### src/logic/slc_pkg.sv
/*
 * Constants, register map and state type for the serial link frame codec.
 * Assumes a single 50 MHz pclk domain and an APB register bus.
 */
// Summary of operation
// - control valid low sends the low data bits as a control word
// - control valid high, word valid low sends a data frame
// - neither valid low sends fill frames to hold balance and lock
// - fill select picks fill pattern a or b, or link_state_hi picks when fill auto is set
// - four control bits carry master transition and the frame type
// - data field carries parallel data or the chosen fill pattern
// - transmit register clear low resets all transmit registers
// - four control bits join 16 or 20 data bits and shift out
// - frames are inverted to keep the line balanced; polarity_flipped marks them
// - serial data always on primary; loopback output only with loop enabled
// - receiver takes primary input, or loopback input when loop enabled
// - receiver aligns its word clock to the master transition each frame
// - receiver forms 20 or 24 bit words, top four bits are control
// - control decoder finds type and inversion, feeds the state machine
// - receiver marks control frames, data frames, and neither for fill
// - extra bit mode restores user bit, else marks even and odd halves
// - both handshake clears low reset the link state machine
// - ready request is resampled on the word clock as link_up_n
// - transmit word clock output runs at the word rate except while transmit register clear is low
// - first serial bit leaves one word cycle after capture
// - serial rate is 20 or 24 bits per frame
// - state 0 after reset or error, state 1 after 128 frames
// - receive outputs update two frames after the serial frame
`default_nettype none
package slc_pkg;
    localparam logic [7:0]  A_CTRL   = 8'h00;
    localparam logic [7:0]  A_TXDATA = 8'h04;
    localparam logic [7:0]  A_TXCMD  = 8'h08;
    localparam logic [7:0]  A_STATUS = 8'h0C;
    localparam logic [7:0]  A_RXDATA = 8'h10;
    localparam logic [7:0]  A_RXCTL  = 8'h14;
    localparam int unsigned C_WIDE   = 0;
    localparam int unsigned C_XBIT   = 1;
    localparam int unsigned C_SPLIT  = 2;
    localparam int unsigned C_LOOP   = 3;
    localparam int unsigned C_FSEL   = 4;
    localparam int unsigned C_FAUTO  = 5;
    localparam logic [5:0]  CTRL_RST = 6'h00;
    localparam int unsigned K_WV     = 0;
    localparam int unsigned K_CWV    = 1;
    localparam int unsigned K_XU     = 2;
    localparam logic [2:0]  TXK_RST  = 3'h3;
    localparam logic [4:0]  LEN_N    = 5'd20;
    localparam logic [4:0]  LEN_W    = 5'd24;
    localparam logic [1:0]  MT_NORM  = 2'h2;
    localparam logic [1:0]  T_DATA0  = 2'h0;
    localparam logic [1:0]  T_CTRL   = 2'h2;
    localparam logic [1:0]  T_FILL   = 2'h3;
    localparam logic [19:0] FILL_A   = 20'h3C3C3;
    localparam logic [19:0] FILL_B   = 20'hC3C3C;
    localparam logic [19:0] M_CTRL_W = 20'h3FFFF;
    localparam logic [19:0] M_CTRL_N = 20'h03FFF;
    localparam logic [19:0] M_DATA_N = 20'h0FFFF;
    localparam logic [19:0] M_DATA_W = 20'hFFFFF;
    localparam logic [23:0] M_FR_W   = 24'hFFFFFF;
    localparam logic [23:0] M_FR_N   = 24'hFFFFF0;
    localparam logic [6:0]  WAIT_FRAMES = 7'd127;
    localparam int unsigned BIT_DIV  = 2;
    typedef enum logic [2:0] {
        ST_WAIT   = 3'b001,
        ST_TRAIN  = 3'b010,
        ST_ACTIVE = 3'b100
    } slc_link_t;
endpackage : slc_pkg
`default_nettype wire

### src/logic/slc_codec.sv
/*
 * Frame codec top: APB registers, transmit encoder with balance inversion and
 * serialiser, receive aligner and decoder, and the link state machine.
 * Assumes serial pins run at pclk divided by BIT_DIV on both ends, and
 * that handshake, clear and ready pins are asynchronous levels.
 */
`default_nettype none
module slc_codec
#(
    parameter int unsigned    BIT_DIV_P = slc_pkg::BIT_DIV,
    parameter logic    [19:0] FILL_A_P  = slc_pkg::FILL_A,
    parameter logic    [19:0] FILL_B_P  = slc_pkg::FILL_B
) (
    input  wire logic        pclk,
    input  wire logic        presetn,
    input  wire logic        psel,
    input  wire logic        penable,
    input  wire logic        pwrite,
    input  wire logic [7:0]  paddr,
    input  wire logic [31:0] pwdata,
    output logic      [31:0] prdata,
    output logic             pready,
    output logic             pslverr,
    input  wire logic        tx_register_clear_n,
    input  wire logic        handshake_clear_a_n,
    input  wire logic        handshake_clear_b_n,
    input  wire logic        ready_request_input,
    input  wire logic        primary_serial_rx,
    input  wire logic        loopback_serial_rx,
    output logic             primary_serial_tx,
    output logic             loopback_serial_tx,
    output logic             loopback_tx_oe,
    output logic             polarity_flipped,
    output logic             tx_word_clock_out,
    output logic             tx_pll_lock_indicator,
    output logic             word_clock_out,
    output logic      [19:0] rx_data,
    output logic             word_valid_n,
    output logic             ctrl_word_valid_n,
    output logic             extra_user_bit,
    output logic             odd_half,
    output logic             link_state_hi,
    output logic             link_state_lo,
    output logic             link_up_n
);
    import slc_pkg::*;

    logic [5:0]         ctrl_r;
    logic [19:0]        txd_r;
    logic [2:0]         txk_r;
    logic [5:0]         pins_s;
    logic               wide;
    logic               xbit;
    logic               loop_en;
    logic               txclr;
    logic               hs_clear;
    logic               acc_phase;
    logic               wr_en;
    logic [4:0]         flen;
    logic [7:0]         bdiv_r;
    logic               bit_tick;
    logic [4:0]         tcnt_r;
    logic               tx_bnd;
    logic               half_r;
    logic [23:0]        frame_r;
    logic [23:0]        cap_f;
    logic [1:0]         cap_t;
    logic [19:0]        cap_d;
    logic [23:0]        tx_sh_r;
    logic signed [7:0]  dacc_r;
    logic signed [6:0]  disp;
    logic               tx_inv;
    logic [4:0]         rcnt_r;
    logic [23:0]        rx_sh_r;
    logic [23:0]        rx_nxt;
    logic               rx_bnd;
    logic [3:0]         rc;
    logic [3:0]         rc_fix;
    logic [19:0]        rd;
    logic [19:0]        rd_fix;
    logic               rinv;
    logic               rbad;
    logic [19:0]        dec_d_r;
    logic [1:0]         dec_t_r;
    logic               dec_inv_r;
    logic               rx_inv_r;
    logic [6:0]         wcnt_r;
    slc_link_t          st_r;

    assign wide     = ctrl_r[C_WIDE];
    assign xbit     = ctrl_r[C_XBIT];
    assign loop_en  = ctrl_r[C_LOOP];
    assign txclr    = ~pins_s[0];
    assign hs_clear = ~pins_s[1] & ~pins_s[2];
    assign flen     = wide ? LEN_W : LEN_N;

    // pins: tx clear, handshake a/b, ready, rx primary, rx loopback
    slc_sync #(.W(6)) u_sync (
        .pclk    (pclk),
        .presetn (presetn),
        .din     ({loopback_serial_rx, primary_serial_rx, ready_request_input,
                   handshake_clear_b_n, handshake_clear_a_n, tx_register_clear_n}),
        .dout    (pins_s)
    );

    // apb: one wait state, write and read data settle at pready
    assign acc_phase = psel & penable & ~pready;
    assign wr_en     = psel & penable & pready & pwrite;

    always_ff @(posedge pclk or negedge presetn) begin
        if (!presetn) begin
            pready  <= 1'b0;
            pslverr <= 1'b0;
            prdata  <= 32'h0000_0000;
        end else begin
            pready  <= acc_phase;
            pslverr <= 1'b0;
            if (acc_phase) begin
                prdata <= 32'h0000_0000;
                case (paddr)
                    A_CTRL:   prdata <= {26'h0, ctrl_r};
                    A_TXDATA: prdata <= {12'h0, txd_r};
                    A_TXCMD:  prdata <= {29'h0, txk_r};
                    A_STATUS: prdata <= {26'h0, tx_pll_lock_indicator, rx_inv_r,
                                         link_up_n, st_r};
                    A_RXDATA: prdata <= {12'h0, rx_data};
                    A_RXCTL:  prdata <= {27'h0, odd_half, extra_user_bit,
                                         ctrl_word_valid_n, word_valid_n,
                                         polarity_flipped};
                    default:  pslverr <= 1'b1;
                endcase
            end
        end
    end

    always_ff @(posedge pclk or negedge presetn) begin
        if (!presetn) begin
            ctrl_r <= CTRL_RST;
        end else if (wr_en && paddr == A_CTRL) begin
            ctrl_r <= pwdata[5:0];
        end
    end

    // transmit word and command; valid bits return idle once captured
    always_ff @(posedge pclk or negedge presetn) begin
        if (!presetn) begin
            txd_r <= 20'h00000;
            txk_r <= TXK_RST;
        end else if (txclr) begin
            txd_r <= 20'h00000;
            txk_r <= TXK_RST;
        end else begin
            if (wr_en && paddr == A_TXDATA) begin
                txd_r <= pwdata[19:0];
            end
            if (wr_en && paddr == A_TXCMD) begin
                txk_r <= pwdata[2:0];
            end else if (tx_bnd) begin
                txk_r <= txk_r | 3'h3;
            end
        end
    end

    // bit rate divider shared by both directions
    always_ff @(posedge pclk or negedge presetn) begin
        if (!presetn) begin
            bdiv_r <= 8'h00;
        end else if (bit_tick) begin
            bdiv_r <= 8'h00;
        end else begin
            bdiv_r <= bdiv_r + 8'h01;
        end
    end
    assign bit_tick = (bdiv_r == 8'(BIT_DIV_P - 1));

    always_ff @(posedge pclk or negedge presetn) begin
        if (!presetn) begin
            tcnt_r <= 5'd0;
        end else if (txclr) begin
            tcnt_r <= 5'd0;
        end else if (bit_tick) begin
            tcnt_r <= tx_bnd ? 5'd0 : tcnt_r + 5'd1;
        end
    end
    assign tx_bnd = bit_tick & (tcnt_r == flen - 5'd1);

    // frame selection and control field
    always_comb begin
        if (!txk_r[K_CWV]) begin
            cap_t = T_CTRL;
            cap_d = txd_r & (wide ? M_CTRL_W : M_CTRL_N);
        end else if (!txk_r[K_WV]) begin
            cap_t = T_DATA0 | {1'b0, xbit ? txk_r[K_XU] : half_r};
            cap_d = txd_r & (wide ? M_DATA_W : M_DATA_N);
        end else begin
            cap_t = T_FILL;
            cap_d = ((ctrl_r[C_FAUTO] ? link_state_hi : ctrl_r[C_FSEL]) ? FILL_B_P
                     : FILL_A_P) & (wide ? M_DATA_W : M_DATA_N);
        end
        cap_f = wide ? {MT_NORM, cap_t, cap_d}
                     : {MT_NORM, cap_t, cap_d[15:0], 4'h0};
    end

    slc_disparity u_disp (
        .frame (frame_r),
        .wide  (wide),
        .disp  (disp)
    );

    assign tx_inv = (disp > 7'sd0 && dacc_r > 8'sd0)
                  || (disp < 7'sd0 && dacc_r < 8'sd0);

    // capture now, shift out the previous capture
    always_ff @(posedge pclk or negedge presetn) begin
        if (!presetn) begin
            frame_r          <= 24'h000000;
            tx_sh_r          <= 24'h000000;
            dacc_r           <= 8'sd0;
            half_r           <= 1'b0;
            polarity_flipped <= 1'b0;
        end else if (txclr) begin
            frame_r          <= 24'h000000;
            tx_sh_r          <= 24'h000000;
            dacc_r           <= 8'sd0;
            half_r           <= 1'b0;
            polarity_flipped <= 1'b0;
        end else if (tx_bnd) begin
            frame_r          <= cap_f;
            half_r           <= ctrl_r[C_SPLIT] ? ~half_r : 1'b0;
            tx_sh_r          <= tx_inv ? frame_r ^ (wide ? M_FR_W : M_FR_N)
                                       : frame_r;
            dacc_r           <= tx_inv ? dacc_r - 8'(disp)
                                       : dacc_r + 8'(disp);
            polarity_flipped <= tx_inv;
        end else if (bit_tick) begin
            tx_sh_r <= {tx_sh_r[22:0], 1'b0};
        end
    end

    always_ff @(posedge pclk or negedge presetn) begin
        if (!presetn) begin
            primary_serial_tx     <= 1'b0;
            loopback_serial_tx    <= 1'b0;
            loopback_tx_oe        <= 1'b0;
            tx_word_clock_out     <= 1'b0;
            tx_pll_lock_indicator <= 1'b0;
        end else begin
            primary_serial_tx     <= tx_sh_r[23];
            loopback_serial_tx    <= loop_en & tx_sh_r[23];
            loopback_tx_oe        <= loop_en;
            tx_word_clock_out     <= tx_bnd;
            if (txclr) begin
                tx_pll_lock_indicator <= 1'b0;
            end else if (tx_bnd) begin
                tx_pll_lock_indicator <= 1'b1;
            end
        end
    end

    // receive: shift in, decode on frame boundary
    assign rx_nxt = {rx_sh_r[22:0], loop_en ? pins_s[5] : pins_s[4]};
    assign rx_bnd = bit_tick & (rcnt_r == flen - 5'd1);

    always_comb begin
        rc     = wide ? rx_nxt[23:20] : rx_nxt[19:16];
        rd     = wide ? rx_nxt[19:0] : {4'h0, rx_nxt[15:0]};
        rinv   = ~rc[3];
        rbad   = (rc[3] == rc[2]);
        rc_fix = rinv ? ~rc : rc;
        rd_fix = rinv ? ~rd & (wide ? M_DATA_W : M_DATA_N) : rd;
    end

    // a missing master transition holds the count: hunt one bit later
    always_ff @(posedge pclk or negedge presetn) begin
        if (!presetn) begin
            rcnt_r  <= 5'd0;
            rx_sh_r <= 24'h000000;
        end else if (bit_tick) begin
            rx_sh_r <= rx_nxt;
            if (rx_bnd) begin
                rcnt_r <= rbad ? rcnt_r : 5'd0;
            end else begin
                rcnt_r <= rcnt_r + 5'd1;
            end
        end
    end

    // stage one: decoded frame held for a frame
    always_ff @(posedge pclk or negedge presetn) begin
        if (!presetn) begin
            dec_d_r   <= 20'h00000;
            dec_t_r   <= T_FILL;
            dec_inv_r <= 1'b0;
        end else if (rx_bnd) begin
            dec_d_r   <= rd_fix;
            dec_t_r   <= rbad ? T_FILL : rc_fix[1:0];
            dec_inv_r <= rinv;
        end
    end

    // stage two: user outputs, two frames after arrival
    always_ff @(posedge pclk or negedge presetn) begin
        if (!presetn) begin
            rx_data           <= 20'h00000;
            word_valid_n      <= 1'b1;
            ctrl_word_valid_n <= 1'b1;
            extra_user_bit    <= 1'b0;
            odd_half          <= 1'b0;
            rx_inv_r          <= 1'b0;
            link_up_n         <= 1'b1;
            word_clock_out    <= 1'b0;
        end else begin
            word_clock_out <= rx_bnd;
            if (rx_bnd) begin
                rx_data           <= dec_d_r;
                rx_inv_r          <= dec_inv_r;
                ctrl_word_valid_n <= ~(dec_t_r == T_CTRL);
                word_valid_n      <= dec_t_r[1];
                link_up_n         <= ~pins_s[3];
                if (!dec_t_r[1]) begin
                    if (xbit) begin
                        extra_user_bit <= dec_t_r[0];
                    end else begin
                        odd_half <= dec_t_r[0];
                    end
                end
            end
        end
    end

    // link state machine
    always_ff @(posedge pclk or negedge presetn) begin
        if (!presetn) begin
            st_r   <= ST_WAIT;
            wcnt_r <= 7'd0;
        end else if (hs_clear) begin
            st_r   <= ST_WAIT;
            wcnt_r <= 7'd0;
        end else if (rx_bnd) begin
            if (rbad) begin
                st_r   <= ST_WAIT;
                wcnt_r <= 7'd0;
            end else begin
                case (st_r)
                    ST_WAIT: begin
                        wcnt_r <= wcnt_r + 7'd1;
                        if (wcnt_r == WAIT_FRAMES) begin
                            st_r <= ST_TRAIN;
                        end
                    end
                    ST_TRAIN: begin
                        if (rc_fix[1:0] != T_FILL
                            || rd_fix == (FILL_B_P & (wide ? M_DATA_W : M_DATA_N))) begin
                            st_r <= ST_ACTIVE;
                        end
                    end
                    ST_ACTIVE: st_r <= ST_ACTIVE;
                    default:   st_r <= ST_WAIT;
                endcase
            end
        end
    end

    always_ff @(posedge pclk or negedge presetn) begin
        if (!presetn) begin
            link_state_hi <= 1'b0;
            link_state_lo <= 1'b0;
        end else begin
            link_state_hi <= (st_r == ST_ACTIVE);
            link_state_lo <= (st_r == ST_TRAIN);
        end
    end
endmodule : slc_codec
`default_nettype wire

### src/logic/slc_sync.sv
/*
 * Two-flop synchroniser for a group of independent level inputs.
 * Assumes each bit is a slow level; no word coherency across bits.
 */
`default_nettype none
module slc_sync #(
    parameter int unsigned W = 1
) (
    input  wire logic         pclk,
    input  wire logic         presetn,
    input  wire logic [W-1:0] din,
    output logic      [W-1:0] dout
);
    logic [W-1:0] meta_r;

    always_ff @(posedge pclk or negedge presetn) begin
        if (!presetn) begin
            meta_r <= '0;
            dout   <= '0;
        end else begin
            meta_r <= din;
            dout   <= meta_r;
        end
    end
endmodule : slc_sync
`default_nettype wire

### src/logic/slc_disparity.sv
/*
 * Disparity of a left-aligned frame: ones minus zeros over the used bits.
 * Assumes unused low bits of a narrow frame are masked off by the caller.
 */
`default_nettype none
module slc_disparity (
    input  wire logic        [23:0] frame,
    input  wire logic               wide,
    output logic signed      [6:0]  disp
);
    logic [4:0] ones;

    always_comb begin
        ones = 5'd0;
        for (int i = 0; i < 24; i++) begin
            ones = ones + {4'd0, frame[i]};
        end
        disp = $signed({1'b0, ones, 1'b0}) - $signed({2'b00, wide ? 5'd24 : 5'd20});
    end
endmodule : slc_disparity
`default_nettype wire

### config.mk
export PLATFORM = sky130hd
export DESIGN_NAME = slc_codec
export DESIGN_NICKNAME = d
export VERILOG_FILES = /design/src/logic/slc_pkg.sv /design/src/logic/slc_codec.sv /design/src/logic/slc_sync.sv /design/src/logic/slc_disparity.sv
export SDC_FILE = /design/constraint.sdc
export NUM_CORES = 1
export LEC_CHECK = 0
export BUFFER_PORTS_ARGS = -buffer_cell sky130_fd_sc_hd__buf_2
export CAP_MARGIN = 5
export CORE_ASPECT_RATIO = 1.2
export CORE_MARGIN = 2
export CORE_UTILIZATION = 46
export CTS_CLUSTER_SIZE = 25
export DETAILED_ROUTE_END_ITERATION = 6
export PLACE_DENSITY = 0.74
export SLEW_MARGIN = 40
export SYNTH_ARGS = -nofsm -noshare
export SYNTH_HDL_FRONTEND = slang
export SYNTH_SLANG_ARGS = --single-unit
export TNS_END_PERCENT = 20
### constraint.sdc
create_clock -name pclk -period 7.8 [get_ports pclk]
set_input_delay 1.56 -clock pclk [delete_from_list [all_inputs] [get_ports pclk]]
set_output_delay 1.56 -clock pclk [all_outputs]
set_load 0.01 [all_outputs]
* Word level (Yosys, flattened, before mapping)
Index checks and enable logic that the tools add are counted.
Word-level totals: bits in registers 241, bits of input ports 51, output and inout port bits 68, word-level logic and storage cells 196
Cells by class: $add $sub $neg 31, order comparisons 4, eq/ne operators 25, multiplexer cells 58, bitwise logic cells 24, reduce and logical (&&, ||, !) cells 16
Operator list (number):
- 2-to-1 mux 20 bit | 9
- 2-to-1 mux 24 bit | 6
- one-hot mux 20 bit (6 select lines) | 1
- adder 5 x 1 -> 5 bit | 22
- AND 20 bit | 3
- 2-to-1 mux 8 bit | 4
- 2-to-1 mux 7 bit | 4
- 2-to-1 mux 5 bit | 5
- bitwise XOR 24 bit | 1
- 2-to-1 mux 3 bit | 7
- AND 20 x 18 -> 20 bit | 1
- == test 20 bit | 1
- NOT 20 bit | 1
- 2-to-1 mux 18 bit | 1
- == test 8 x 4 -> 1 bit (second input constant) | 2
- == test 8 x 5 -> 1 bit (second input constant) | 2
- 2-to-1 mux 1 bit | 12
- 2-to-1 mux 4 bit | 3
- inequality test 2 bit (second input constant) | 6
- adder 5 x 1 -> 5 bit (second input constant) | 2
- == test 5 bit | 2
- 2-to-1 mux 2 bit | 5
- NOT 1 bit | 9
- one-hot mux 3 bit (3 select lines) | 1
- 31 further kinds | 48

* Longest topological paths before layout
Gate-level depths: netlist of the first run.
word-level depth 30, mapped depth 31, mapped depth without buffers 29

* Modules after synthesis
From an unflattened synthesis of the first run, not the netlist that was laid out.
Unflattened totals: cell total of the unflattened synthesis 1257, area, all modules 11707.5 sq um
Modules (own cells, without submodules):
- slc_codec | times used 1, cells each 1159, area each 10667.7 sq um, seq. area each 5390.2 sq um
- slc_disparity | times used 1, cells each 86, area each 739.5 sq um, seq. area each 0.0 sq um
- slc_sync | times used 1, cells each 12, area each 300.3 sq um, seq. area each 300.3 sq um

* Worst setup path after synthesis of the first run
Ideal clock, no wire load.
kind register -> register, start point register frame_r[0], end point register dacc_r[7], library setup time 0.094 ns, arrival time 7.037 ns, required time 7.706 ns, slack 0.669 ns, cell stages (with the launch flop) 31, buffers on the path 2, period minus slack after synthesis 7.131 ns, path through dfrtp_1 ha_1 inv_1 fa_1 fa_1 fa_1 fa_1 fa_1 inv_1 ha_1 inv_1 fa_1 ha_1 inv_1 fa_1 nand2b_1 a211o_1 a21oi_1 a41oi_2 a22o_1 buf_6 buf_8 a31oi_4 xnor2_1 ha_1 a21oi_1 o21ai_0 a21o_1 a21oi_1 xor2_1 a211oi_1
Between the ends: word-level cells in the longest chain between the ends 30, elaborated cells on any way between the ends 34, those cells by class add/sub (26); order compare (2); mux (3); reduce/logical (3)
RTL lines:
- start: declaration | RTL line slc_codec.sv:65 | logic [23:0] frame_r;
- start signal: assignment | RTL line slc_codec.sv:228 | frame_r <= cap_f;
- adder 1 x 1 -> 2 bit * | RTL line slc_disparity.sv:16 | ones = ones + {4'd0, frame[i]};
- adder 5 x 1 -> 5 bit * (22 in a row) | RTL line slc_disparity.sv:16
- subtractor 6 x 5 -> 7 bit * | RTL line slc_disparity.sv:18 | disp = $signed({1'b0, ones, 1'b0}) - $signed({2'b00, wide ? 5'd24 : 5'd20});
- greater-than comparator 7 x 1 -> 1 bit / < comparator 7 x 1 -> 1 bit (equally long branches) | RTL line slc_codec.sv:210, slc_codec.sv:211
- logical AND 1 bit, on equally long branches | RTL line slc_codec.sv:210, slc_codec.sv:211
- logical OR 1 bit | RTL line slc_codec.sv:211 | || (disp < 7'sd0 && dacc_r < 8'sd0);
- 2-to-1 mux 8 bit * | RTL line slc_codec.sv:232 | dacc_r <= tx_inv ? dacc_r - 8'(disp)
- 2-to-1 mux 8 bit * | RTL line slc_codec.sv:227 | end else if (tx_bnd) begin
- 2-to-1 mux 8 bit * | RTL line slc_codec.sv:221 | end else if (txclr) begin
- end signal: assignment | RTL line slc_codec.sv:232
- end: declaration | RTL line slc_codec.sv:70 | logic signed [7:0] dacc_r;
Every way passes the cells marked *; elsewhere a longest branch is shown, timed or not. The select of a mux whose other input is x is not followed. A chain may end at the register's enable or synchronous reset.

* Worst setup path in the final report of the first run
Ends and elaborated chain as after synthesis.

==> flow_metrics.py, run 1 <==
metrics = {
    "status": {
        "status": "completed",
    },
    "route": {
        "wirelength_um": 27040,
        "via_count": 8703,
        "drtIter0Drc": 462,
        "drtPass1Iterations": 5,
        "ant_nets": 0,
        "routedWlPerCell_um": 17.12,
        "vias_per_cell": 5.512,
        "route.detailed.drc": 0,
    },
    "power_and_ir_drop": {
        "p_total_mw": 2.874,
        "powerDensity_mw_per_mm2": 220.5,
        "p_leak_nw": 6.072,
        "peakVddDrop_mv": 0.2133,
    },
    "worst_hold_path": {
        "worstHoldStart": "u_sync.meta_r[4]$_DFF_PN0_",
        "whs_path_depth": 0,
        "hold_path_class": "reg2reg",
        "holdPathEnd": "u_sync.dout[4]$_DFF_PN0_",
    },
    "global_route": {
        "grt_first_pass_wirelength_um": 44480,
        "antenna_found_initial": 3,
        "grt_max_degree": 83,
        "met3_usage_pct": 2.912,
        "gr-usage-all-layers_pct": 20.83,
        "met2_usage_pct": 36.65,
        "first_global_vias": 8609,
        "met1_usage_pct": 26.65,
        "busiest_layer": "met2",
        "grt.overflow.total": 0,
    },
    "cts": {
        "cts_buffers": 24,
        "cts_sinks": 226,
        "clk_pin_slew_ns": 0.07,
        "cts_max_level": 1,
        "clkLatencyLatePin_ns": 0.52,
        "cts_tree": "done",
        "clk_path_buf_depth": 3,
        "cts-root-buf": "clkbuf_16",
    },
    "logic_synthesis": {
        "syn-instance-count": 1166,
        "synth_top_area_share_pct": 47.48,
        "seq_area_frac_synth_pct": 49.31,
        "synthDistinctLibCells": 76,
        "yosysTopAreaCell": "dfrtp_1",
        "synth_flop_cell": "dfrtp_1",
        "avgSynthCellArea_um2": 9.853,
        "synth_edf_count": 0,
        "synth_area_leaders": "dfrtp_1 (47%), nand2_1 (7.4%), o21ai_0 (4.5%)",
        "ys_ff_latch": 226,
        "netlist_area_mm2": 0.01149,
        "ys_warn_count": 0,
        "synth-async-reset-ratio_pct": 100.0,
    },
    "floorplanning": {
        "ios": 119,
        "die_area_mm2": 0.02626,
        "dieWidth_um": 148.3,
        "coreArea_mm2": 0.02459,
        "die_h_um": 177.1,
        "start_util_pct": 46.71,
        "rows": 63,
    },
    "sta": {
        "finalCriticalPeriod_ns": 7.398,
        "worst_pin_slew_ns": 0.7558,
        "hold_viol": 0,
        "final_max_slew_viol_count": 0,
        "relSlewSlack_pct": 49.45,
        "finalCritPeriodShare_pct": 94.84,
        "rsz0062_at_grt": "no",
        "fin_worst_skew_ns": 0.01510,
        "setup_viol": 0,
        "setup_tns_ns": 0,
        "fmax_mhz": 135.2,
    },
    "final_layout": {
        "stdcell_count": 1579,
        "layout_commonest_cell": "nand2_1",
        "num-fill-cells": 2204,
        "synthToLayoutAreaGrowth_pct": 13.45,
        "nNetsFinal": 1326,
        "final_cell_mix": "nand2_1 (226), dfrtp_1 (218), o21ai_0 (102)",
        "drive_above_1_share_pct": 16.13,
    },
    "setup_path": {
        "path_class": "reg2reg",
        "crit_path_end_kind": "register",
        "worst_r2r_startpoint": "frame_r[0]$_DFFE_PN0N_",
        "critical-path-max-stage-delay_ns": 0.54,
        "rr_worst_depth": 29,
        "cp.required_ns": 8.23,
        "r2r_end": "dacc_r[7]$_DFFE_PN0N_",
        "critPathArrivalTime_ns": 7.83,
        "r2r_slack_ns": 0.40,
        "crit_path_frequent_cell": "fa_1",
        "crit_slowest_cell": "fa_1",
        "startpoint_type": "register",
        "path_max_fanout": 5,
    },
    "placement": {
        "routabilityCongestion": 0.8388,
        "place_inst": 1534,
        "dp_hpwl_um": 18730,
        "portBuffers": 94,
    },
    "job": {
        "cap_violations": 0,
    },
}
==> cells in the mapped netlist (all sizes together), types with 5 or more instances <==
cell type,number
nor2b,10
o21ai,110
buf,37
a22oi,33
dfstp,8
nand3,21
ha,23
nor3,10
a31oi,7
nand2,226
a32oi,5
xnor2,50
a211oi,11
nor3b,5
xor2,21
nand4b,8
a21oi,34
and2,5
nor4b,8
nand2b,6
nor2,77
nand4,5
fa,17
mux2,19
inv,46
clkbuf,41
o31ai,5
mux2i,37
and3,7
dfrtp,218
o211ai,13
==> layer usage <==
metal	wire, um	vias to the layer above
met4	797	2
met5	7	-
li1	-	4107
met1	10820	4319
met2	14040	216
met3	1369	59
==> worst max path at each step <==
stage                                 from  cells past startpoint  slack [ns]               endpoint
global placement    frame_r[0]$_DFFE_PN0N_                     28        0.47  dacc_r[7]$_DFFE_PN0N_
finish              frame_r[0]$_DFFE_PN0N_                     29        0.40  dacc_r[7]$_DFFE_PN0N_
CTS                 frame_r[0]$_DFFE_PN0N_                     27        0.31  dacc_r[7]$_DFFE_PN0N_
floorplan           frame_r[0]$_DFFE_PN0N_                     30        0.67  dacc_r[7]$_DFFE_PN0N_
global route        frame_r[0]$_DFFE_PN0N_                     28        0.02  dacc_r[7]$_DFFE_PN0N_
detailed placement  frame_r[0]$_DFFE_PN0N_                     27        0.32  dacc_r[7]$_DFFE_PN0N_
==> cell families (layout without fill, tap and decap cells) <==
| kind of cell | count (synthesis) | after routing | share of synthesized area, % |
|---|---|---|---|
| AOI/OAI and AO/OA | 241 | 241 | 13.11 |
| xor gates and xnor gates | 71 | 71 | 5.413 |
| adders and majority gates | 40 | 40 | 5.467 |
| buffers and inverters | 124 | 199 | 4.955 |
| DFF | 226 | 226 | 49.31 |
| muxes | 58 | 58 | 5.511 |
| other | 1 | 14 | 0.03264 |
| and+or+nand+nor | 405 | 405 | 16.19 |
==> registers in the layout, indices dropped and copies added, names as in the netlist, 2 cells and up <==
signal and cells:
dec_t_r 2, tcnt_r 5, bdiv_r 8, wcnt_r 7, u_sync.meta_r 6, dacc_r 7, tx_sh_r 24, prdata 20
st_r 3, rx_data 20, txd_r 20, frame_r 23, u_sync.dout 6, txk_r 3, ctrl_r 6, rcnt_r 5
dec_d_r 20, rx_sh_r 23
==> critical path: cells and delay by family, from the launching register on <==
kind,cells,cell delay [ns]
simple gates,3,0.44
compound gates,10,1.79
buf+inv,4,0.26
flops,1,0.43
xor+xnor,1,0.08
fa+ha+maj,11,4.30
==> where the power goes <==
group / switching, mW / internal [mW]
registers: 0.0835 / 1.27
logic: 0.187 / 0.112
clock network: 0.476 / 0.741
total: 0.747 / 2.13
==> layout make-up <==
type | count | area [um2] | area share (%)
Antenna cell | 2 | 5.005 | 0.03840
Clock buffer | 30 | 664.4 | 5.097
Sequential cell | 226 | 5665 | 43.47
Clock inverter | 13 | 186.4 | 1.430
Tap cell | 325 | 406.6 | 3.120
Multi-Input combinational cell | 827 | 5323 | 40.84
Timing Repair Buffer | 110 | 608.1 | 4.665
Inverter | 46 | 175.2 | 1.344
==> metrics by stage <==
step	setup slack, ns	cell area [um2]	utilization, %	hold WS [ns]
global route	0.01963	13030	53.00	0.3445
floorplan	0.6693	11530	-	0.3312
CTS	0.3060	13010	52.91	0.3313
finish	0.4024	13030	53.00	0.3289
global placement	0.4734	12150	49.41	0.3321
detailed placement	0.3239	12160	49.45	0.3358
==> repair_timing <==
item                       4_1_cts  5_1_grt
hold buffers                     0        0
buffers inserted                 0        0
setup endpoints to repair        0        1
hold endpoints to repair         0        0
resized for setup                0        2
Note: power is estimated with default switching activity, not from simulation.
==> inputs of run 2 (changes only) <==
--- a/config.mk
+++ b/config.mk
@@ -12,7 +12,7 @@
 export CORE_UTILIZATION = 46
 export CTS_CLUSTER_SIZE = 25
 export DETAILED_ROUTE_END_ITERATION = 6
-export PLACE_DENSITY = 0.74
+export PLACE_DENSITY = 0.62
 export SLEW_MARGIN = 40
 export SYNTH_ARGS = -nofsm -noshare
 export SYNTH_HDL_FRONTEND = slang
==> run 2 against run 1 <==
Compared with the run above:
- total power is 0.87% higher
- worst hold slack better by 0.018 ns
- cell area is 0.35% higher
- clock power hardly changed
- cell count is 0.25% higher
- maximum frequency hardly changed
- wire length is 2.5% higher
- global-route usage is 0.64 points higher
- largest power group unchanged
==> flow_metrics.py, run 2 (synthesis gave the netlist of run 1 again) <==
metrics = {
    "floorplanning": {
        "coreArea_mm2": 0.02459,
        "die_area_mm2": 0.02626,
        "start_util_pct": 46.71,
        "rows": 63,
        "die_h_um": 177.1,
        "ios": 119,
        "dieWidth_um": 148.3,
    },
    "sta": {
        "finalWorstSetupSlack_ns": 0.4078,
        "hold_viol": 0,
        "holdWs_ns": 0.3466,
        "fmax_mhz": 135.3,
        "relSlewSlack_pct": 43.36,
        "finalCritPeriodShare_pct": 94.77,
        "fin_worst_skew_ns": 0.02177,
        "worst_pin_slew_ns": 0.8260,
        "final_max_slew_viol_count": 0,
        "finalCriticalPeriod_ns": 7.392,
        "setup_viol": 0,
    },
    "route": {
        "route.detailed.drc": 0,
        "highest_layer": "met5",
        "wl_met1_um": 11990,
        "drtIter0Drc": 450,
        "routedWlPerCell_um": 17.50,
        "wl_met3_um": 924,
        "via_count": 8500,
        "wirelength_um": 27700,
        "wl_met2_um": 14150,
        "ant_nets": 0,
        "vias_per_cell": 5.370,
        "drtPass1Iterations": 5,
    },
    "status": {
        "status": "completed",
    },
    "setup_path": {
        "crit_path_frequent_cell": "fa_1",
        "critPathArrivalTime_ns": 7.81,
        "path_max_fanout": 5,
        "cp.required_ns": 8.22,
        "critical-path-max-stage-delay_ns": 0.55,
        "crit_slowest_cell": "fa_1",
        "worst_r2r_startpoint": "frame_r[0]$_DFFE_PN0N_",
        "crit_path_end_kind": "register",
        "startpoint_type": "register",
        "path_class": "reg2reg",
        "startpoint": "frame_r[0]$_DFFE_PN0N_",
    },
    "cts": {
        "cts_tree": "done",
        "cts_resized": 0,
        "cts-hold-fix-buffers": 0,
        "cts-root-buf": "clkbuf_16",
        "clk_path_buf_depth": 3,
        "cts_buffers": 25,
        "clk_pin_slew_ns": 0.06,
        "postCtsSetupBuffers": 0,
        "cts_max_level": 1,
        "clkLatencyLatePin_ns": 0.53,
        "cts_sinks": 226,
    },
    "final_layout": {
        "largestRegisters": "tx_sh_r x24, frame_r x23, rx_sh_r x23",
        "final_cell_area_mm2": 0.01308,
        "top_register": "tx_sh_r",
        "largest_reg_flops": 24,
        "final-seq-area_mm2": 0.005665,
        "final_cell_mix": "nand2_1 (226), dfrtp_1 (218), o21ai_0 (101)",
        "synthToLayoutAreaGrowth_pct": 13.85,
        "drive_above_1_share_pct": 16.55,
        "num-fill-cells": 2249,
        "multiInputGateArea_mm2": 0.005323,
        "layout_commonest_cell": "nand2_1",
        "nNetsFinal": 1329,
    },
    "global_route": {
        "grt_max_degree": 71,
        "first_global_vias": 8435,
        "antenna_found_initial": 2,
        "gr-usage-all-layers_pct": 21.47,
        "grt_first_pass_wirelength_um": 45310,
        "grt.overflow.total": 0,
    },
    "placement": {
        "dp_hpwl_um": 19340,
        "portBuffers": 94,
        "routabilityCongestion": 0.8168,
        "dpl_cell_area_mm2": 0.01219,
        "dp_slack_ns": 0.3001,
    },
    "power_and_ir_drop": {
        "p_leak_nw": 6.108,
        "p_total_mw": 2.899,
        "peakVddDrop_mv": 0.1999,
        "powerDensity_mw_per_mm2": 221.6,
    },
    "job": {
        "cap_violations": 0,
    },
    "worst_hold_path": {
        "hold_path_class": "reg2reg",
        "worstHoldStart": "u_sync.meta_r[1]$_DFF_PN0_",
    },
}
[run 2: cell types whose count changed in the layout (fill, tap and decap cells not counted), sizes merged]
cell	previous run	this run
buf	110	112
clkbuf	30	32
diode	2	1
inv	47	48
[run 2: metrics by stage]
stage,util [%],setup TNS (ns),std cells
3_5_place_dp,49.56,0,1536
6_report,53.18,0,1583
2_1_floorplan,-,0,1177
4_1_cts,53.11,0,1582
3_3_place_gp,49.44,0,1535
5_1_grt,53.17,-0.009727,1582
[run 2: path summary, 6_finish.rpt]
kind / slack, ns / cells after the start / to
worst max-delay path: 0.41 / 29 / dacc_r[7]$_DFFE_PN0N_
worst min-delay path: 0.35 / 0 / u_sync.dout[1]$_DFF_PN0_
worst max register to register: 0.41 / 29 / dacc_r[7]$_DFFE_PN0N_
worst min register to register: 0.35 / 0 / u_sync.dout[1]$_DFF_PN0_
max in group asynchronous: 5.39 / 3 / tx_sh_r[5]$_DFFE_PN0P_
min in group asynchronous: 1.00 / 1 / dacc_r[4]$_DFFE_PN0N_
[run 2: metal layers]
metal / vias to the layer above / GRT usage [%]
li1: 4125 / -
met1: 4188 / 28.00
met2: 149 / 37.91
met3: 36 / 2.629
met4: 2 / 5.714
met5: - / 0
[run 2: cell type report]
cell class / instances / share of cell area, %
clock inverters: 14 / 1.377
flip-flops and latches: 226 / 43.31
well taps: 325 / 3.109
clock buffers: 32 / 5.290
inverters: 46 / 1.339
multi-input cells: 827 / 40.69
repair buffers: 112 / 4.859
diodes: 1 / 0.01913
[run 2: power breakdown]
group          internal (mW)  switching [mW]
Sequential              1.27          0.0848
Clock                  0.761           0.481
Combinational          0.113           0.185
[run 2: critical path, delay by kind of cell (launching register included)]
kind	cells	cell delay [ns]
AO/OA/AOI/OAI	10	1.73
AND/OR/NAND/NOR	3	0.42
adder cells (fa/ha/maj)	11	4.34
flip-flops	1	0.43
buffers and inverters	4	0.28
XOR/XNOR	1	0.09
==> inputs of run 3 (changes only) <==
--- a/config.mk
+++ b/config.mk
@@ -5,14 +5,16 @@
 export SDC_FILE = /design/constraint.sdc
 export NUM_CORES = 1
 export LEC_CHECK = 0
+export ABC_AREA = 1
 export BUFFER_PORTS_ARGS = -buffer_cell sky130_fd_sc_hd__buf_2
 export CAP_MARGIN = 5
 export CORE_ASPECT_RATIO = 1.2
-export CORE_MARGIN = 2
+export CORE_MARGIN = 4
 export CORE_UTILIZATION = 46
 export CTS_CLUSTER_SIZE = 25
 export DETAILED_ROUTE_END_ITERATION = 6
 export PLACE_DENSITY = 0.62
+export RECOVER_POWER = 50
 export SLEW_MARGIN = 40
 export SYNTH_ARGS = -nofsm -noshare
 export SYNTH_HDL_FRONTEND = slang
==> run 3 against run 2 <==
Compared with the run above:
- the run now ends with max-capacitance violations, max-slew violations left
- flip-flop and latch count is the same
- register-to-register slack improved by 0.42 ns
- cell area fell by 2.3%
- die area rose by 3.0%
- non-clock buffer count shrank 7
- largest cell class unchanged
- largest power group unchanged
- highest routed layer is now met4
==> flow_metrics.py, run 3 <==
metrics = {
    "status": {
        "status": "complete, but fails checks",
        "violations": "max-capacitance violations, max-slew violations",
    },
    "route": {
        "routedWlPerCell_um": 16.39,
        "wirelength_um": 28310,
        "drtIter0Drc": 465,
        "via_count": 8891,
        "route.detailed.drc": 0,
        "drtPass1Iterations": 5,
        "ant_nets": 0,
        "vias_per_cell": 5.148,
    },
    "placement": {
        "dp_hpwl_um": 20410,
        "dp_slack_ns": 0.7937,
        "portBuffers": 94,
        "routabilityCongestion": 0.8711,
    },
    "global_route": {
        "grt_first_pass_wirelength_um": 46080,
        "grt_max_degree": 109,
        "first_global_vias": 8828,
        "antenna_found_initial": 2,
        "grt.overflow.total": 0,
        "gr-usage-all-layers_pct": 21.35,
    },
    "floorplanning": {
        "ios": 119,
        "dieWidth_um": 150.8,
        "rows": 62,
        "start_util_pct": 46.79,
        "die_h_um": 179.3,
        "coreArea_mm2": 0.02405,
        "die_area_mm2": 0.02704,
    },
    "cts": {
        "cts_sinks": 226,
        "clkLatencyLatePin_ns": 0.52,
        "cts-root-buf": "clkbuf_16",
        "cts_max_level": 1,
        "clk_path_buf_depth": 3,
        "cts-hold-fix-buffers": 0,
        "cts_resized": 0,
        "cts_tree": "done",
        "clk_pin_slew_ns": 0.06,
        "cts_buffers": 25,
        "postCtsSetupBuffers": 0,
    },
    "logic_synthesis": {
        "synth_compound_area_share_pct": 15.01,
        "seq_area_frac_synth_pct": 50.35,
        "synth_edf_count": 0,
        "ys_ff_latch": 226,
        "ys_warn_count": 0,
        "synth_top_area_share_pct": 48.48,
        "netlist_area_mm2": 0.01125,
        "synth_most_common_cell": "nand2_1",
        "syn-instance-count": 1307,
        "synth_area_leaders": "dfrtp_1 (48%), nand2_1 (9.5%), o21ai_0 (6.9%)",
        "synthSimpleGateAreaFrac_pct": 17.04,
        "muxShareOfSynthArea_pct": 0.2002,
        "synth_xor_xnor_area_share_pct": 2.491,
        "synth_top_family_by_area": "simple AND/OR/NAND/NOR gates",
        "synth_flop_cell": "dfrtp_1",
        "synthTopCellsByCount": "nand2_1 (285), dfrtp_1 (218), inv_1 (177)",
        "synth_fa_ha_area_share_pct": 5.582,
        "synth-async-reset-ratio_pct": 100.0,
        "yosysTopAreaCell": "dfrtp_1",
        "avgSynthCellArea_um2": 8.609,
        "synthDistinctLibCells": 49,
    },
    "power_and_ir_drop": {
        "seq_power_share_pct": 45.8,
        "clockPowerShare_pct": 45.1,
        "powerDensity_mw_per_mm2": 223.9,
        "switchingPower_uw": 725.0,
        "intPower_mw": 2.136,
        "peakVddDrop_mv": 0.1715,
        "p_leak_nw": 6.292,
        "sw_frac_of_total_pct": 25.34,
        "power_frac_comb_pct": 9.2,
        "p_total_mw": 2.861,
    },
    "final_layout": {
        "fin_util_pct": 53.14,
        "final-seq-area_mm2": 0.005667,
        "drive_above_1_share_pct": 11.74,
        "synthToLayoutAreaGrowth_pct": 13.58,
        "top_register": "tx_sh_r",
        "largest_reg_flops": 24,
        "largestRegisters": "tx_sh_r x24, frame_r x23, rx_sh_r x23",
        "num-fill-cells": 2293,
        "nNetsFinal": 1478,
        "layout_commonest_cell": "nand2_1",
        "final_cell_mix": "nand2_1 (286), dfrtp_1 (217), inv_1 (179)",
        "multiInputGateArea_mm2": 0.004573,
    },
    "setup_path": {
        "crit_slowest_cell": "fa_1",
        "cp.required_ns": 8.17,
        "critPathBufInv": 5,
        "critical-path-max-stage-delay_ns": 0.55,
        "startpoint_type": "register",
        "cp_num_cells": 31,
        "path_class": "reg2reg",
        "rr_worst_depth": 31,
        "crit_path_frequent_cell": "fa_1",
        "crit_path_end_kind": "register",
        "critPathArrivalTime_ns": 7.35,
        "cp_top_family": "adder cells",
        "path_max_fanout": 7,
    },
    "sta": {
        "worst_pin_slew_ns": 3.653,
        "finalCritPeriodShare_pct": 89.42,
        "setup_tns_ns": 0,
        "final_max_slew_viol_count": 193,
        "finalWorstSetupSlack_ns": 0.8249,
        "fmax_mhz": 143.4,
        "finalCriticalPeriod_ns": 6.975,
        "rsz0062_at_grt": "no",
        "holdWs_ns": 0.3471,
        "setup_viol": 0,
        "relSlewSlack_pct": -143.5,
        "hold_viol": 0,
        "fin_worst_skew_ns": 0.01236,
    },
    "worst_hold_path": {
        "hold_path_class": "reg2reg",
        "whs_path_depth": 0,
    },
    "job": {
        "cap_violations": 4,
    },
}
run 3: cells by family after synthesis:
kind of cell    Yosys count
simple gates            459
compound gates          299
buf+inv                 248
flops                   226
fa+ha+maj                40
xor+xnor                 32
mux                       2
other cells               1
run 3: final timing paths:
| check | start | end | slack, ns |
|---|---|---|---|
| worst min register to register | u_sync.meta_r[0]$_DFF_PN0_ | u_sync.dout[0]$_DFF_PN0_ | 0.35 |
| worst max register to register | frame_r[0]$_DFFE_PN0N_ | dacc_r[6]$_DFFE_PN0N_ | 0.82 |
| max in group asynchronous | presetn | u_sync.dout[0]$_DFF_PN0_ | 1.33 |
| worst min-delay path | u_sync.meta_r[0]$_DFF_PN0_ | u_sync.dout[0]$_DFF_PN0_ | 0.35 |
| min in group asynchronous | presetn | bdiv_r[6]$_DFF_PN0_ | 1.71 |
| worst max-delay path | frame_r[0]$_DFFE_PN0N_ | dacc_r[6]$_DFFE_PN0N_ | 0.82 |
run 3: routing by layer:
layer / up-vias / share of wire [%] / GRT usage (%) / wire length, um
met2: 185 / 51 / 37.09 / 14490
li1: 4420 / - / - / -
met1: 4227 / 42 / 27.66 / 11800
met4: 0 / 3.2 / 7.710 / 903
met3: 59 / 3.9 / 2.440 / 1114
met5: - / 0 / 0 / 0
run 3: worst register-to-register path, delay by kind of cell, from the launching register on:
kind                       cells  cell delay [ns]
xor gates and xnor gates       1             0.16
adders and majority gates     11             4.26
buffers and inverters          5             0.35
and+or+nand+nor               10             1.00
DFF                            1             0.40
AOI/OAI and AO/OA              4             0.64
run 3: cell type report:
cell class,count,share of cell area (%)
multi-input combinational,844,35.78
sequential,226,44.34
clock inverter,13,1.615
antenna,2,0.03916
timing repair buffer,105,4.200
clock buffer,32,5.414
tap,320,3.133
inverter,185,5.473
run 3: stage by stage:
step           instances  cell area, um2
6_report            1727           12780
5_1_grt             1727           12780
4_1_cts             1724           12810
3_5_place_dp        1679           11910
3_3_place_gp        1679           11910
2_1_floorplan       1318           11290
run 3: power by group through the flow:
stage / Clock [mW] / Combinational, mW / Sequential, mW
6_report: 1.29 / 0.262 / 1.31
5_1_grt: 1.36 / 0.303 / 1.32
4_1_cts: 1.31 / 0.269 / 1.31
3_5_place_dp: 0 / 0.267 / 1.33
3_3_place_gp: 0 / 0.261 / 1.33
2_1_floorplan: 0 / 0.160 / 1.33
